File: src/hw/oscc_pkg.sv
// Package of offsets, field positions, reset values and cycle counts for the oscillator control block.
package oscc_pkg;

  // Register byte addresses on the AXI4-Lite bus.
  localparam logic [3:0] OSCC_ADDR_CONTROL = 4'h0;
  localparam logic [3:0] OSCC_ADDR_STATUS = 4'h4;
  localparam logic [3:0] OSCC_ADDR_TUNING = 4'h8;
  localparam logic [3:0] OSCC_ADDR_FAIL = 4'hC;

  // Control register fields.
  localparam int OSCC_CTL_CONFIG_PLL_FORCE_BIT = 7;
  localparam int OSCC_CTL_IFS_LSB = 3;
  localparam int OSCC_CTL_SCS_LSB = 0;
  localparam logic [7:0] OSCC_CTL_RESET = 8'h38;
  localparam logic [7:0] OSCC_CTL_WMASK = 8'hFB;

  // Tuning register fields.
  localparam logic [7:0] OSCC_TUNE_WMASK = 8'h3F;
  localparam logic [7:0] OSCC_TUNE_RESET = 8'h00;

  // Fail register fields: bit 0 is the fail flag, bit 1 the fail interrupt enable.
  localparam int OSCC_FAIL_FLAG_BIT = 0;
  localparam int OSCC_FAIL_IE_BIT = 1;

  // Status register field positions.
  localparam int OSCC_ST_SECONDARY_OSC_READY = 7;
  localparam int OSCC_ST_PLL_READY_FLAG = 6;
  localparam int OSCC_ST_STARTUP_TIMER_STATUS = 5;
  localparam int OSCC_ST_HFR = 4;
  localparam int OSCC_ST_HFL = 3;
  localparam int OSCC_ST_MFR = 2;
  localparam int OSCC_ST_LFR = 1;
  localparam int OSCC_ST_HFS = 0;

  // Start-up timer length in external oscillations.
  localparam int OSCC_OST_COUNT = 1024;
  localparam logic [10:0] OSCC_OST_LAST = 11'h03FF;

  // Clock source selector codes.
  localparam logic [2:0] OSCC_SRC_CONFIG = 3'h0;
  localparam logic [2:0] OSCC_SRC_SECONDARY = 3'h1;
  localparam logic [2:0] OSCC_SRC_HF = 3'h2;
  localparam logic [2:0] OSCC_SRC_MF = 3'h3;
  localparam logic [2:0] OSCC_SRC_LF = 3'h4;

  // AXI responses.
  localparam logic [1:0] OSCC_RESP_OKAY = 2'h0;
  localparam logic [1:0] OSCC_RESP_SLVERR = 2'h2;

endpackage

File: src/hw/oscc_freq_map.sv
// Frequency decoder: internal select code to source and divide code.
`timescale 1ns/10ps
module oscc_freq_map
(
  // Select inputs.
  input wire logic [3:0] ifs,
  input wire logic pll_on,
  // Decoded outputs.
  output logic [2:0] src,
  output logic [3:0] div_log2,
  output logic pll_32m
);

  // Divide exponent relative to 16 MHz HF or 500 kHz MF; LF is undivided.
  always_comb
  begin
    pll_32m = 1'b0;
    div_log2 = 4'h0;
    src = oscc_pkg::OSCC_SRC_LF;
    if (ifs[3])
    begin
      src = oscc_pkg::OSCC_SRC_HF;
      div_log2 = 4'(4'h7 - {1'b0, ifs[2:0]});
      pll_32m = (ifs == 4'hE) && pll_on;
    end
    else if (ifs[2])
    begin
      src = oscc_pkg::OSCC_SRC_MF;
      div_log2 = 4'(4'h3 - {2'b00, ifs[1:0]});
    end
    else if (ifs == 4'h3)
    begin
      src = oscc_pkg::OSCC_SRC_HF;
      div_log2 = 4'h9;
    end
    else if (ifs == 4'h2)
    begin
      src = oscc_pkg::OSCC_SRC_MF;
      div_log2 = 4'h4;
    end
  end

endmodule // oscc_freq_map

File: src/hw/oscc_ost.sv
// Oscillator start-up timer counting external oscillation ticks.
`timescale 1ns/10ps
module oscc_ost
(
  // Clock and reset.
  input wire logic clk_sys,
  input wire logic srst,
  // Control.
  input wire logic restart,
  input wire logic ext_tick,
  // Status.
  output logic done
);

  logic [10:0] cnt_r;
  logic [10:0] cnt_nxt;
  logic done_r;
  logic done_nxt;

  // Count ticks until the last one, then hold done.
  assign done_nxt = restart ? 1'b0 : (done_r | (ext_tick && cnt_r == oscc_pkg::OSCC_OST_LAST));
  assign cnt_nxt = (restart || done_r) ? 11'h000 : (ext_tick ? 11'(cnt_r + 11'h001) : cnt_r);
  assign done = done_r;

  // Timer state.
  always_ff @(posedge clk_sys)
  begin
    if (srst)
    begin
      cnt_r <= 11'h000;
      done_r <= 1'b0;
    end
    else
    begin
      cnt_r <= cnt_nxt;
      done_r <= done_nxt;
    end
  end

endmodule // oscc_ost

File: src/hw/oscc_ctrl.sv
// Oscillator control and status block with AXI4-Lite register slave.
//
// How it works
// Config PLL force bit keeps the 4x PLL on, ignoring the software enable.
// Without force, the software PLL enable bit turns the 4x PLL on and off.
// Select codes 1111 down to 1000 give 16 MHz down to 125 kHz HF.
// Codes 0111-0100 give MF 500-62.5 kHz; 0011 HF, 0010 MF, 000x LF.
// Code 1110 with software PLL enable gives a 32 MHz clock.
// Clock select 1x internal, 01 secondary, 00 config-word source.
// Control bit 2 reads zero and ignores writes.
// Secondary ready reads its oscillator while timer enable set, else reads 1.
// PLL ready flag shows the 4x PLL ready condition.
// Start-up status reads 1 on the config-word clock, 0 on internal.
// HF ready flag shows HF internal oscillator readiness.
// HF locked flag is 1 only while HF is within 2 percent.
// MF ready flag shows MF internal oscillator readiness.
// LF ready flag shows LF internal oscillator readiness.
// HF stable flag is 1 only while HF is within 0.5 percent.
// Six-bit signed trim, zero factory value, 011111 max, 100000 min.
// Status register is read-only and tracks hardware continuously.
// External clock failure switches to internal and sets fail flag; interrupt if enabled.
// After failure the internal source follows the frequency select field.
// Crystal modes wait 1024 oscillations before the external clock is used.
//
// Decided for this implementation: the register addresses and the AXI4-Lite interface to the registers.
`timescale 1ns/10ps
module oscc_ctrl
(
  // Clock and reset.
  input wire logic clk_sys,
  input wire logic srst,
  // AXI4-Lite write address channel.
  input wire logic [3:0] s_axi_awaddr,
  input wire logic s_axi_awvalid,
  output logic s_axi_awready,
  // AXI4-Lite write data channel.
  input wire logic [31:0] s_axi_wdata,
  input wire logic [3:0] s_axi_wstrb,
  input wire logic s_axi_wvalid,
  output logic s_axi_wready,
  // AXI4-Lite write response channel.
  output logic [1:0] s_axi_bresp,
  output logic s_axi_bvalid,
  input wire logic s_axi_bready,
  // AXI4-Lite read address channel.
  input wire logic [3:0] s_axi_araddr,
  input wire logic s_axi_arvalid,
  output logic s_axi_arready,
  // AXI4-Lite read data channel.
  output logic [31:0] s_axi_rdata,
  output logic [1:0] s_axi_rresp,
  output logic s_axi_rvalid,
  input wire logic s_axi_rready,
  // Configuration word inputs.
  input wire logic config_pll_force,
  input wire logic config_crystal_mode,
  input wire logic config_failsafe_en,
  // Oscillator condition inputs.
  input wire logic timer_osc_enable,
  input wire logic secondary_osc_ready,
  input wire logic pll_locked,
  input wire logic high_freq_osc_ready,
  input wire logic high_freq_within_2pct,
  input wire logic high_freq_within_half_pct,
  input wire logic mid_freq_osc_ready,
  input wire logic low_freq_osc_ready,
  input wire logic ext_osc_tick,
  input wire logic ext_clock_failed,
  // Controls toward the oscillator module.
  output logic pll_enable,
  output logic [2:0] clock_source,
  output logic [3:0] clock_div_log2,
  output logic pll_32m_select,
  output logic [5:0] freq_trim,
  output logic osc_fail_irq
);

  ////////////////////////////////////////////////////////////////////////////
  // Register storage.

  logic [7:0] ctl_r;
  logic [7:0] ctl_nxt;
  logic [7:0] tune_r;
  logic [7:0] tune_nxt;
  logic fail_flag_r;
  logic fail_flag_nxt;
  logic fail_ie_r;
  logic fail_ie_nxt;
  logic failsafe_r;
  logic failsafe_nxt;

  // Field views of the control register.
  wire logic software_pll_enable = ctl_r[oscc_pkg::OSCC_CTL_CONFIG_PLL_FORCE_BIT];
  wire logic [3:0] internal_freq_select = ctl_r[oscc_pkg::OSCC_CTL_IFS_LSB +: 4];
  wire logic [1:0] system_clock_select = ctl_r[oscc_pkg::OSCC_CTL_SCS_LSB +: 2];

  ////////////////////////////////////////////////////////////////////////////
  // AXI4-Lite write path: address and data latched in either order.

  logic aw_hold_r;
  logic aw_hold_nxt;
  logic [3:0] aw_addr_r;
  logic [3:0] aw_addr_nxt;
  logic w_hold_r;
  logic w_hold_nxt;
  logic [31:0] w_data_r;
  logic [31:0] w_data_nxt;
  logic [3:0] w_strb_r;
  logic [3:0] w_strb_nxt;
  logic bvalid_r;
  logic bvalid_nxt;
  logic [1:0] bresp_r;
  logic [1:0] bresp_nxt;

  wire logic aw_take = s_axi_awvalid && s_axi_awready;
  wire logic w_take = s_axi_wvalid && s_axi_wready;
  wire logic [3:0] wr_addr = aw_hold_r ? aw_addr_r : s_axi_awaddr;
  wire logic [7:0] wr_byte = w_hold_r ? w_data_r[7:0] : s_axi_wdata[7:0];
  wire logic wr_lane0 = w_hold_r ? w_strb_r[0] : s_axi_wstrb[0];
  wire logic wr_have_aw = aw_hold_r || aw_take;
  wire logic wr_have_w = w_hold_r || w_take;
  wire logic wr_fire = wr_have_aw && wr_have_w && !bvalid_r;
  wire logic wr_en = wr_fire && wr_lane0;

  // Channels stay open until captured; a pending response blocks new ones.
  assign s_axi_awready = !aw_hold_r && !bvalid_r;
  assign s_axi_wready = !w_hold_r && !bvalid_r;

  // Decode of the write target.
  wire logic wr_ctl = wr_addr == oscc_pkg::OSCC_ADDR_CONTROL;
  wire logic wr_sts = wr_addr == oscc_pkg::OSCC_ADDR_STATUS;
  wire logic wr_tune = wr_addr == oscc_pkg::OSCC_ADDR_TUNING;
  wire logic wr_fail = wr_addr == oscc_pkg::OSCC_ADDR_FAIL;
  wire logic wr_mapped = wr_ctl || wr_sts || wr_tune || wr_fail;

  // Holding registers and response next values.
  assign aw_hold_nxt = wr_fire ? 1'b0 : (aw_hold_r || aw_take);
  assign aw_addr_nxt = aw_take ? s_axi_awaddr : aw_addr_r;
  assign w_hold_nxt = wr_fire ? 1'b0 : (w_hold_r || w_take);
  assign w_data_nxt = w_take ? s_axi_wdata : w_data_r;
  assign w_strb_nxt = w_take ? s_axi_wstrb : w_strb_r;
  assign bvalid_nxt = wr_fire ? 1'b1 : (bvalid_r && !s_axi_bready);
  assign bresp_nxt = wr_fire ? (wr_mapped ? oscc_pkg::OSCC_RESP_OKAY : oscc_pkg::OSCC_RESP_SLVERR) : bresp_r;
  assign s_axi_bvalid = bvalid_r;
  assign s_axi_bresp = bresp_r;

  // Write channel state.
  always_ff @(posedge clk_sys)
  begin
    if (srst)
    begin
      aw_hold_r <= 1'b0;
      aw_addr_r <= 4'h0;
      w_hold_r <= 1'b0;
      w_data_r <= 32'h0000_0000;
      w_strb_r <= 4'h0;
      bvalid_r <= 1'b0;
      bresp_r <= oscc_pkg::OSCC_RESP_OKAY;
    end
    else
    begin
      aw_hold_r <= aw_hold_nxt;
      aw_addr_r <= aw_addr_nxt;
      w_hold_r <= w_hold_nxt;
      w_data_r <= w_data_nxt;
      w_strb_r <= w_strb_nxt;
      bvalid_r <= bvalid_nxt;
      bresp_r <= bresp_nxt;
    end
  end

  ////////////////////////////////////////////////////////////////////////////
  // Clock selection and fail-safe state.

  logic [2:0] map_src;
  logic [3:0] map_div;
  logic map_32m;
  logic ost_done;

  // Changing the clock select field or an enabled external clock failure after start-up is seen here.
  wire logic scs_write = wr_en && wr_ctl &&
    (wr_byte[oscc_pkg::OSCC_CTL_SCS_LSB +: 2] != system_clock_select);
  wire logic fail_detect = config_failsafe_en && ost_done && ext_clock_failed;

  // Control register keeps its unimplemented bit at zero.
  assign ctl_nxt = (wr_en && wr_ctl) ? (wr_byte & oscc_pkg::OSCC_CTL_WMASK) : ctl_r;
  // Trim keeps only its six implemented bits.
  assign tune_nxt = (wr_en && wr_tune) ? (wr_byte & oscc_pkg::OSCC_TUNE_WMASK) : tune_r;
  // Hardware set wins over a software clear in the same cycle.
  assign fail_flag_nxt = fail_detect ? 1'b1 :
    ((wr_en && wr_fail) ? wr_byte[oscc_pkg::OSCC_FAIL_FLAG_BIT] : fail_flag_r);
  assign fail_ie_nxt = (wr_en && wr_fail) ? wr_byte[oscc_pkg::OSCC_FAIL_IE_BIT] : fail_ie_r;
  // Fail-safe holds until the select field is changed, which restarts the timer.
  assign failsafe_nxt = fail_detect ? 1'b1 : (scs_write ? 1'b0 : failsafe_r);

  // Control and configuration registers.
  always_ff @(posedge clk_sys)
  begin
    if (srst)
    begin
      ctl_r <= oscc_pkg::OSCC_CTL_RESET;
      tune_r <= oscc_pkg::OSCC_TUNE_RESET;
      fail_flag_r <= 1'b0;
      fail_ie_r <= 1'b0;
      failsafe_r <= 1'b0;
    end
    else
    begin
      ctl_r <= ctl_nxt;
      tune_r <= tune_nxt;
      fail_flag_r <= fail_flag_nxt;
      fail_ie_r <= fail_ie_nxt;
      failsafe_r <= failsafe_nxt;
    end
  end

  // Force bit overrides the software enable; otherwise the enable bit rules.
  assign pll_enable = config_pll_force | software_pll_enable;

  // Frequency decode of the internal select field.
  oscc_freq_map u_map
  (
    .ifs(internal_freq_select),
    .pll_on(software_pll_enable),
    .src(map_src),
    .div_log2(map_div),
    .pll_32m(map_32m)
  );

  // Start-up timer restarts on a clock select change; outside crystal modes it counts clk_sys cycles instead.
  oscc_ost u_ost
  (
    .clk_sys(clk_sys),
    .srst(srst),
    .restart(scs_write),
    .ext_tick(ext_osc_tick || !config_crystal_mode),
    .done(ost_done)
  );

  // Config-word source is used only once the timer is done and no failure is latched.
  wire logic use_config = (system_clock_select == 2'b00) && ost_done && !failsafe_r;
  // Secondary oscillator selected by code 01 unless failed over.
  wire logic use_secondary = (system_clock_select == 2'b01) && !failsafe_r;
  // Fallback and code 1x both take the mapped internal source.
  wire logic [2:0] source_sel = use_config ? oscc_pkg::OSCC_SRC_CONFIG :
    (use_secondary ? oscc_pkg::OSCC_SRC_SECONDARY : map_src);

  // Registered clock control outputs.
  logic [2:0] src_r;
  logic [3:0] div_r;
  logic p32_r;
  always_ff @(posedge clk_sys)
  begin
    if (srst)
    begin
      src_r <= oscc_pkg::OSCC_SRC_MF;
      div_r <= 4'h0;
      p32_r <= 1'b0;
    end
    else
    begin
      src_r <= source_sel;
      div_r <= map_div;
      p32_r <= map_32m;
    end
  end
  assign clock_source = src_r;
  assign clock_div_log2 = div_r;
  assign pll_32m_select = p32_r;
  assign freq_trim = tune_r[5:0]; // Signed trim goes straight to the oscillator.
  assign osc_fail_irq = fail_flag_r && fail_ie_r;

  ////////////////////////////////////////////////////////////////////////////
  // Status assembly: every flag is a live hardware condition.

  logic [7:0] status;
  assign status[oscc_pkg::OSCC_ST_SECONDARY_OSC_READY] = timer_osc_enable ? secondary_osc_ready : 1'b1;
  assign status[oscc_pkg::OSCC_ST_PLL_READY_FLAG] = pll_locked;
  assign status[oscc_pkg::OSCC_ST_STARTUP_TIMER_STATUS] = src_r == oscc_pkg::OSCC_SRC_CONFIG;
  assign status[oscc_pkg::OSCC_ST_HFR] = high_freq_osc_ready;
  assign status[oscc_pkg::OSCC_ST_HFL] = high_freq_within_2pct;
  assign status[oscc_pkg::OSCC_ST_MFR] = mid_freq_osc_ready;
  assign status[oscc_pkg::OSCC_ST_LFR] = low_freq_osc_ready;
  assign status[oscc_pkg::OSCC_ST_HFS] = high_freq_within_half_pct;

  ////////////////////////////////////////////////////////////////////////////
  // AXI4-Lite read path: one cycle from address to data.

  logic rvalid_r;
  logic rvalid_nxt;
  logic [31:0] rdata_r;
  logic [31:0] rdata_nxt;
  logic [1:0] rresp_r;
  logic [1:0] rresp_nxt;

  assign s_axi_arready = !rvalid_r;
  wire logic ar_take = s_axi_arvalid && s_axi_arready;
  wire logic rd_ctl = s_axi_araddr == oscc_pkg::OSCC_ADDR_CONTROL;
  wire logic rd_sts = s_axi_araddr == oscc_pkg::OSCC_ADDR_STATUS;
  wire logic rd_tune = s_axi_araddr == oscc_pkg::OSCC_ADDR_TUNING;
  wire logic rd_fail = s_axi_araddr == oscc_pkg::OSCC_ADDR_FAIL;
  wire logic rd_mapped = rd_ctl || rd_sts || rd_tune || rd_fail;
  // Status reads are snapshots of live flags; writes to it change nothing.
  wire logic [7:0] rd_byte = rd_ctl ? ctl_r : rd_sts ? status : rd_tune ? tune_r :
    rd_fail ? {6'h00, fail_ie_r, fail_flag_r} : 8'h00;

  assign rvalid_nxt = ar_take ? 1'b1 : (rvalid_r && !s_axi_rready);
  assign rdata_nxt = ar_take ? {24'h00_0000, rd_byte} : rdata_r;
  assign rresp_nxt = ar_take ? (rd_mapped ? oscc_pkg::OSCC_RESP_OKAY : oscc_pkg::OSCC_RESP_SLVERR) : rresp_r;

  // Read channel state.
  always_ff @(posedge clk_sys)
  begin
    if (srst)
    begin
      rvalid_r <= 1'b0;
      rdata_r <= 32'h0000_0000;
      rresp_r <= oscc_pkg::OSCC_RESP_OKAY;
    end
    else
    begin
      rvalid_r <= rvalid_nxt;
      rdata_r <= rdata_nxt;
      rresp_r <= rresp_nxt;
    end
  end
  assign s_axi_rvalid = rvalid_r;
  assign s_axi_rdata = rdata_r;
  assign s_axi_rresp = rresp_r;

endmodule // oscc_ctrl

File: config.mk
export PLATFORM = sky130hd
export DESIGN_NAME = oscc_ctrl
export DESIGN_NICKNAME = d
export VERILOG_FILES = /design/src/hw/oscc_pkg.sv /design/src/hw/oscc_freq_map.sv /design/src/hw/oscc_ost.sv /design/src/hw/oscc_ctrl.sv
export SDC_FILE = /design/constraint.sdc
export NUM_CORES = 1
export LEC_CHECK = 0
export BUFFER_PORTS_ARGS = -buffer_cell sky130_fd_sc_hd__buf_2
export CAP_MARGIN = 10
export CORE_AREA = 2 2 84 86
export CTS_CLUSTER_DIAMETER = 60
export DETAILED_ROUTE_END_ITERATION = 8
export DIE_AREA = 0 0 86 88
export PLACE_DENSITY = 0.79
export SLEW_MARGIN = 20
export SYNTH_ARGS = -nofsm -noshare
export SYNTH_HDL_FRONTEND = slang
export SYNTH_SLANG_ARGS = --single-unit
File: constraint.sdc
create_clock -name clk_sys -period 2 [get_ports clk_sys]
set_clock_uncertainty 0.15 [all_clocks]
set_input_delay 0.1 -clock clk_sys [delete_from_list [all_inputs] [get_ports clk_sys]]
set_output_delay 0.1 -clock clk_sys [all_outputs]
set_load 0.01 [all_outputs]
Word level (Yosys, flattened, before mapping):

Index checks and enable logic that the tools add are counted.

* output and inout port bits: 57
* input bits: 64
* flip-flop bits (word level): 65
* logic and storage cells: 116

* add/sub/neg operators: 3
* bitwise gates (word level): 3
* equal/unequal tests: 12
* mux-type cells: 26
* reductions and logical operators: 51

Operators with widths (count)
* 2-to-1 mux 8 bit: 3
* logical AND 1 bit: 22
* == test 4 bit, second input constant: 5
* 2-to-1 mux 2 bit: 8
* 2-to-1 mux 4 bit: 4
* adder 11 x 1 -> 11 bit, second input constant: 1
* == test 11 x 10 -> 1 bit, second input constant: 1
* logical OR 1 bit: 10
* == test 4 x 2 -> 1 bit, second input constant: 2
* == test 4 x 3 -> 1 bit, second input constant: 2
* logical NOT 1 bit: 8
* logical NOT 4 bit: 2
* 2-to-1 mux 1 bit: 8
* OR reduction 2 bit: 4
* 2-to-1 mux 3 bit: 2
* 2-to-1 mux 6 bit: 1
* OR reduction 6 bit: 1
* nonzero test 2 bit: 2
* subtractor 3 x 3 -> 4 bit, first input constant: 1
* logical NOT 3 bit: 1
* subtractor 2 x 2 -> 3 bit, first input constant: 1
* == test 2 x 1 -> 1 bit, second input constant: 1
* logical NOT 2 bit: 1
* inequality test 2 bit: 1
* other kinds (2): 3

Depth between registers and ports, before layout:

* depth in word-level cells: 11
* gate-level depth with buffers: 7
* gate-level depth less buffers: 4

By module:

A second synthesis with hierarchy kept.

* cells, all modules: 356
* area total of the unflattened synthesis: 3060.4 um^2

By module, submodules not included
* oscc_ctrl: sequential area each 1021.0 um^2, times used 1, cells each 286, area an instance 2439.8 um^2
* oscc_ost: sequential area each 240.2 um^2, times used 1, cells each 56, area an instance 545.5 um^2
* oscc_freq_map: sequential area each 0.0 um^2, times used 1, cells each 14, area an instance 75.1 um^2

Worst setup path after synthesis:

OpenSTA, ideal clock, no wires.

* kind: register to register
* start: reg w_hold_r
* end: reg failsafe_r
* required time: 1.718 ns
* period minus slack after synthesis: 1.741 ns
* cell stages (with the launch flop): 6
* setup slack: 0.259 ns
* arrival: 1.459 ns
* setup time: 0.132 ns
* path through: dfxtp_1 mux2_2 xnor2_2 a211oi_4 buf_6 o22ai_2

* longest elaborated chain between the ends: 10

RTL lines
* start: declaration: RTL line oscc_ctrl.sv:104 `logic w_hold_r;`
* start signal: assignment: RTL line oscc_ctrl.sv:164 `w_hold_r <= w_hold_nxt;`
* logical NOT 1 bit: RTL line oscc_ctrl.sv:127 `assign s_axi_wready = !w_hold_r && !bvalid_r;`
* logical AND 1 bit: RTL line oscc_ctrl.sv:127
* logical AND 1 bit: RTL line oscc_ctrl.sv:116 `wire logic w_take = s_axi_wvalid && s_axi_wready;`
* logical OR 1 bit: RTL line oscc_ctrl.sv:121 `wire logic wr_have_w = w_hold_r || w_take;`
* logical AND 1 bit (2 in series): RTL line oscc_ctrl.sv:122 `wire logic wr_fire = wr_have_aw && wr_have_w && !bvalid_r;`
* logical AND 1 bit: RTL line oscc_ctrl.sv:123 `wire logic wr_en = wr_fire && wr_lane0;`
* logical AND 1 bit: RTL line oscc_ctrl.sv:181 `wire logic scs_write = wr_en && wr_ctl &&`
* logical AND 1 bit (*): RTL line oscc_ctrl.sv:181
* nonzero test 2 bit (no source line) (*)
* end signal: assignment: RTL line oscc_ctrl.sv:213 `failsafe_r <= failsafe_nxt;`
* end: declaration: RTL line oscc_ctrl.sv:89 `logic failsafe_r;`

Every way passes the cells marked *; elsewhere a longest branch is shown, timed or not.
A chain may end at the register's enable or synchronous reset.

Worst setup path in the final report:

* start: reg w_hold_r
* end: reg u_ost.cnt_r[8]

* longest elaborated chain between the ends: 11

RTL lines
* logical NOT 1 bit: RTL line oscc_ctrl.sv:127
* logical AND 1 bit: RTL line oscc_ctrl.sv:127
* logical AND 1 bit: RTL line oscc_ctrl.sv:116
* logical OR 1 bit: RTL line oscc_ctrl.sv:121
* logical AND 1 bit (2 in series): RTL line oscc_ctrl.sv:122
* logical AND 1 bit: RTL line oscc_ctrl.sv:123
* logical AND 1 bit: RTL line oscc_ctrl.sv:181
* logical AND 1 bit (*): RTL line oscc_ctrl.sv:181
* logical OR 1 bit (*): RTL line oscc_ost.sv:22 `assign cnt_nxt = (restart || done_r) ? 11'h000 : (ext_tick ? 11'(cnt_r + 11'h001) : cnt_r);`
* OR reduction 2 bit (no source line) (*)
* end signal: assignment: RTL line oscc_ost.sv:35 `cnt_r <= cnt_nxt;`
* end: declaration: RTL line oscc_ost.sv:15 `logic [10:0] cnt_r;`

Marks and branches as above.

==> results.toml <==
[global_route]
grt_antenna_before_repair = 0
track_usage_pct = 19.5
overflow = 0
grt_pass1_vias = 2608
grt_max_degree = 47
grt_first_pass_wirelength_um = 11700

[drt]
wl_um = 7090
post_drt_wl_per_cell_um = 13.5
ant_nets = 0
vias = 2756
drc = 0
drt-pass1-iter-count = 7
drt_iter0_markers = 130
viasPerCell = 5.25

[cells_and_area]
final_cell_area_um2 = 3920
n_antenna_cell = 0
fin_nets = 505
layout.cells.non_filler = 525
area_growth_pct = 22.4
drive_above_1_share_pct = 29.2

[clock_network]
tritoncts = "yes"
htree_levels = 3
clk_latency_ps = 340
cts_buffers = 9
cts.path.max_buffers = 2
clockRootBuffer = "clkbuf_8"
clock_sinks = 63
clk_pin_slew_ps = 70

[setup_path]
cp_max_fo = 13
critPathTopFamily = "flip-flops"
worstSetupEndpointType = "register"
path_buf_inv = 1
worstPathArrival_ps = 1940
worst-setup-path-type = "register to register"
crit_required_ps = 2090
cp_slowest_cell = "dfxtp_2"
critPathMaxStageDelay_ps = 410
crit_path_cell_trace = "mux2_2 -> xnor2_1 -> a211oi_4 -> buf_12 -> a211oi_1"
worstSetupStartpointType = "register"

[timing]
fin_crit_ps = 1850
setup_viol = 0
max_freq_mhz = 541
hold_violations = 0
worstMarginPinSlew_ps = 597
slew_viol_final = 0
finalSetupTns_ps = 0
relSlewSlack_pct = 60.2
min_period_over_period_pct = 92.5
rsz0062_at_grt = "false"

[worst_hold_path]
hold_class = "input port to register"

[synthesis]
yosysUniqueCellTypes = 61
syn_area_um2 = 3200
ys_warn_count = 0
synth_async_sr_flop_share_pct = 0
synth-seq-cells = 63
synth-edff-count = 0
synthCells = 352
ys.flop_type = "dfxtp_1"
postSynthAreaPerCell_um2 = 9.09
yosysSeqAreaShare_pct = 39.4

[place]
placed_cell_area_um2 = 3520
dp_cells = 489
place_congestion = 0.803
portBuffers = 67
dp_hpwl_um = 5000

[die]
die_h_um = 88
num_io_pins = 121
core_area_um2 = 6640
dieArea_um2 = 7570
die_w_um = 86
fp-row-count = 30
initial_core_util_pct = 48.2

[power]
design_power_total_w = 0.00288
power_leakage_nw = 1.57
peakVddDrop_v = 0.000491
p_per_area_nw_per_um2 = 736

[run]
maxCapViolations = 0

[status]
run_status = "completed"
-- cells in the mapped netlist, drive strengths merged (2+ instances only) --
master | n | share of area (%)
a211oi | 6 | 2.1
a21oi | 28 | 4.7
a222oi | 2 | 0.63
a22o | 3 | 0.82
a22oi | 3 | 0.70
a311oi | 3 | 1.4
a31oi | 2 | 0.59
and2 | 4 | 0.78
buf | 36 | 8.7
clkbuf | 9 | 1.1
dfxtp | 63 | 39
inv | 8 | 0.94
mux2 | 8 | 2.9
mux2i | 11 | 3.4
nand2 | 31 | 3.7
nand2b | 5 | 0.98
nand3 | 11 | 1.9
nand4 | 2 | 0.39
nor2 | 23 | 2.7
nor2b | 4 | 0.78
nor3 | 37 | 7.5
nor3b | 2 | 0.63
nor4 | 3 | 0.59
o21a | 3 | 0.70
o21ai | 13 | 2.0
o22ai | 2 | 0.59
o2bb2ai | 2 | 0.55
o31ai | 2 | 0.47
or3 | 4 | 0.78
xnor2 | 7 | 2.2
xor2 | 2 | 0.55
-- cell usage in the layout, fill, tap and decap left out, types with 4 or more instances in the layout --
master and instances:
o21ai_0 11, buf_2 67, a21oi_1 25, conb_1 26, nand2_1 30, inv_1 8, dfxtp_1 62, nand2b_1 5
mux2_2 5, or3_1 4, dlygate4sd3_1 20, nor2_1 23, mux2i_1 11, nand3_1 10, buf_4 8, nor3_2 11
clkbuf_8 10, nor3_1 26, xnor2_1 6, and2_1 4, nor2b_1 4
-- power by group --
| part | leakage (nW) | internal [W] | switching [W] |
|---|---|---|---|
| Combinational | 0.966 | 0.000193 | 0.000260 |
| Sequential | 0.512 | 0.00130 | 0.0000403 |
| Clock | 0.0916 | 0.000607 | 0.000480 |
| Total | 1.57 | 0.00210 | 0.000780 |
-- metal layers --
layer	vias up	wire length [um]	track usage, %	part of all wire [%]
met5	-	0	0	0
met4	0	123	8.37	1.7
met3	11	337	5.56	4.8
met2	75	3610	33.1	51
met1	1292	3020	23.2	43
li1	1378	-	-	-
-- worst paths after layout --
path | from | to | slack (ps) | cells after the start
worst max-delay path | w_hold_r | u_ost.cnt_r[8] | 150 | 5
worst min-delay path | ext_clock_failed | failsafe_r | 10 | 3
worst max register to register | w_hold_r | u_ost.cnt_r[8] | 150 | 5
worst min register to register | w_data_r[0] | w_data_r[0] | 300 | 2
-- flip-flops by register name, summed over array words and instances (netlist names) --
signal / cells
aw_addr_r: 4
aw_hold_r: 1
clock_div_log2: 4
clock_source: 3
ctl_r: 7
fail_flag_r: 1
fail_ie_r: 1
failsafe_r: 1
pll_32m_select: 1
s_axi_bresp: 1
s_axi_bvalid: 1
s_axi_rdata: 8
s_axi_rresp: 1
s_axi_rvalid: 1
tune_r: 6
u_ost.cnt_r: 11
u_ost.done: 1
w_data_r: 8
w_hold_r: 1
w_strb_r: 1
-- worst min-delay path, cell delays in order --
cell	delay [ps]
buf_2	100
nand3_1	160
o22ai_2	90
-- final cells by class --
type	instances	area, um^2
sequential	63	1260
clock buffer	11	141
clock inverter	5	57.6
fill	587	2730
timing repair buffer	97	636
multi-input combinational	261	1690
inverter	8	30.0
tap	80	100
-- timing repair --
action                                  4_1_cts  5_1_grt
gates resized for setup                       0        1
hold endpoints to repair                     22        0
endpoints found under the setup margin        0        2
buffers inserted                              0        0
hold buffers                                 20        0
-- cells by family after synthesis --
kind of cell	share of synthesized area [%]
buf+inv	10.7
other cells	0.117
compound gates	17.0
fa+ha+maj	0.391
xor+xnor	2.70
simple gates	23.3
mux	6.37
flops	39.4
-- per-stage QoR --
stage	setup WS, ps	hold WS, ps	util [%]
global placement	138	200	52.9
CTS	47.1	7.26	58.9
global route	34.5	14.1	58.9
detailed placement	130	212	52.9
floorplan	259	86.0	-
finish	150	14.8	58.9
No activity file was read; power rests on OpenSTA's default activity.
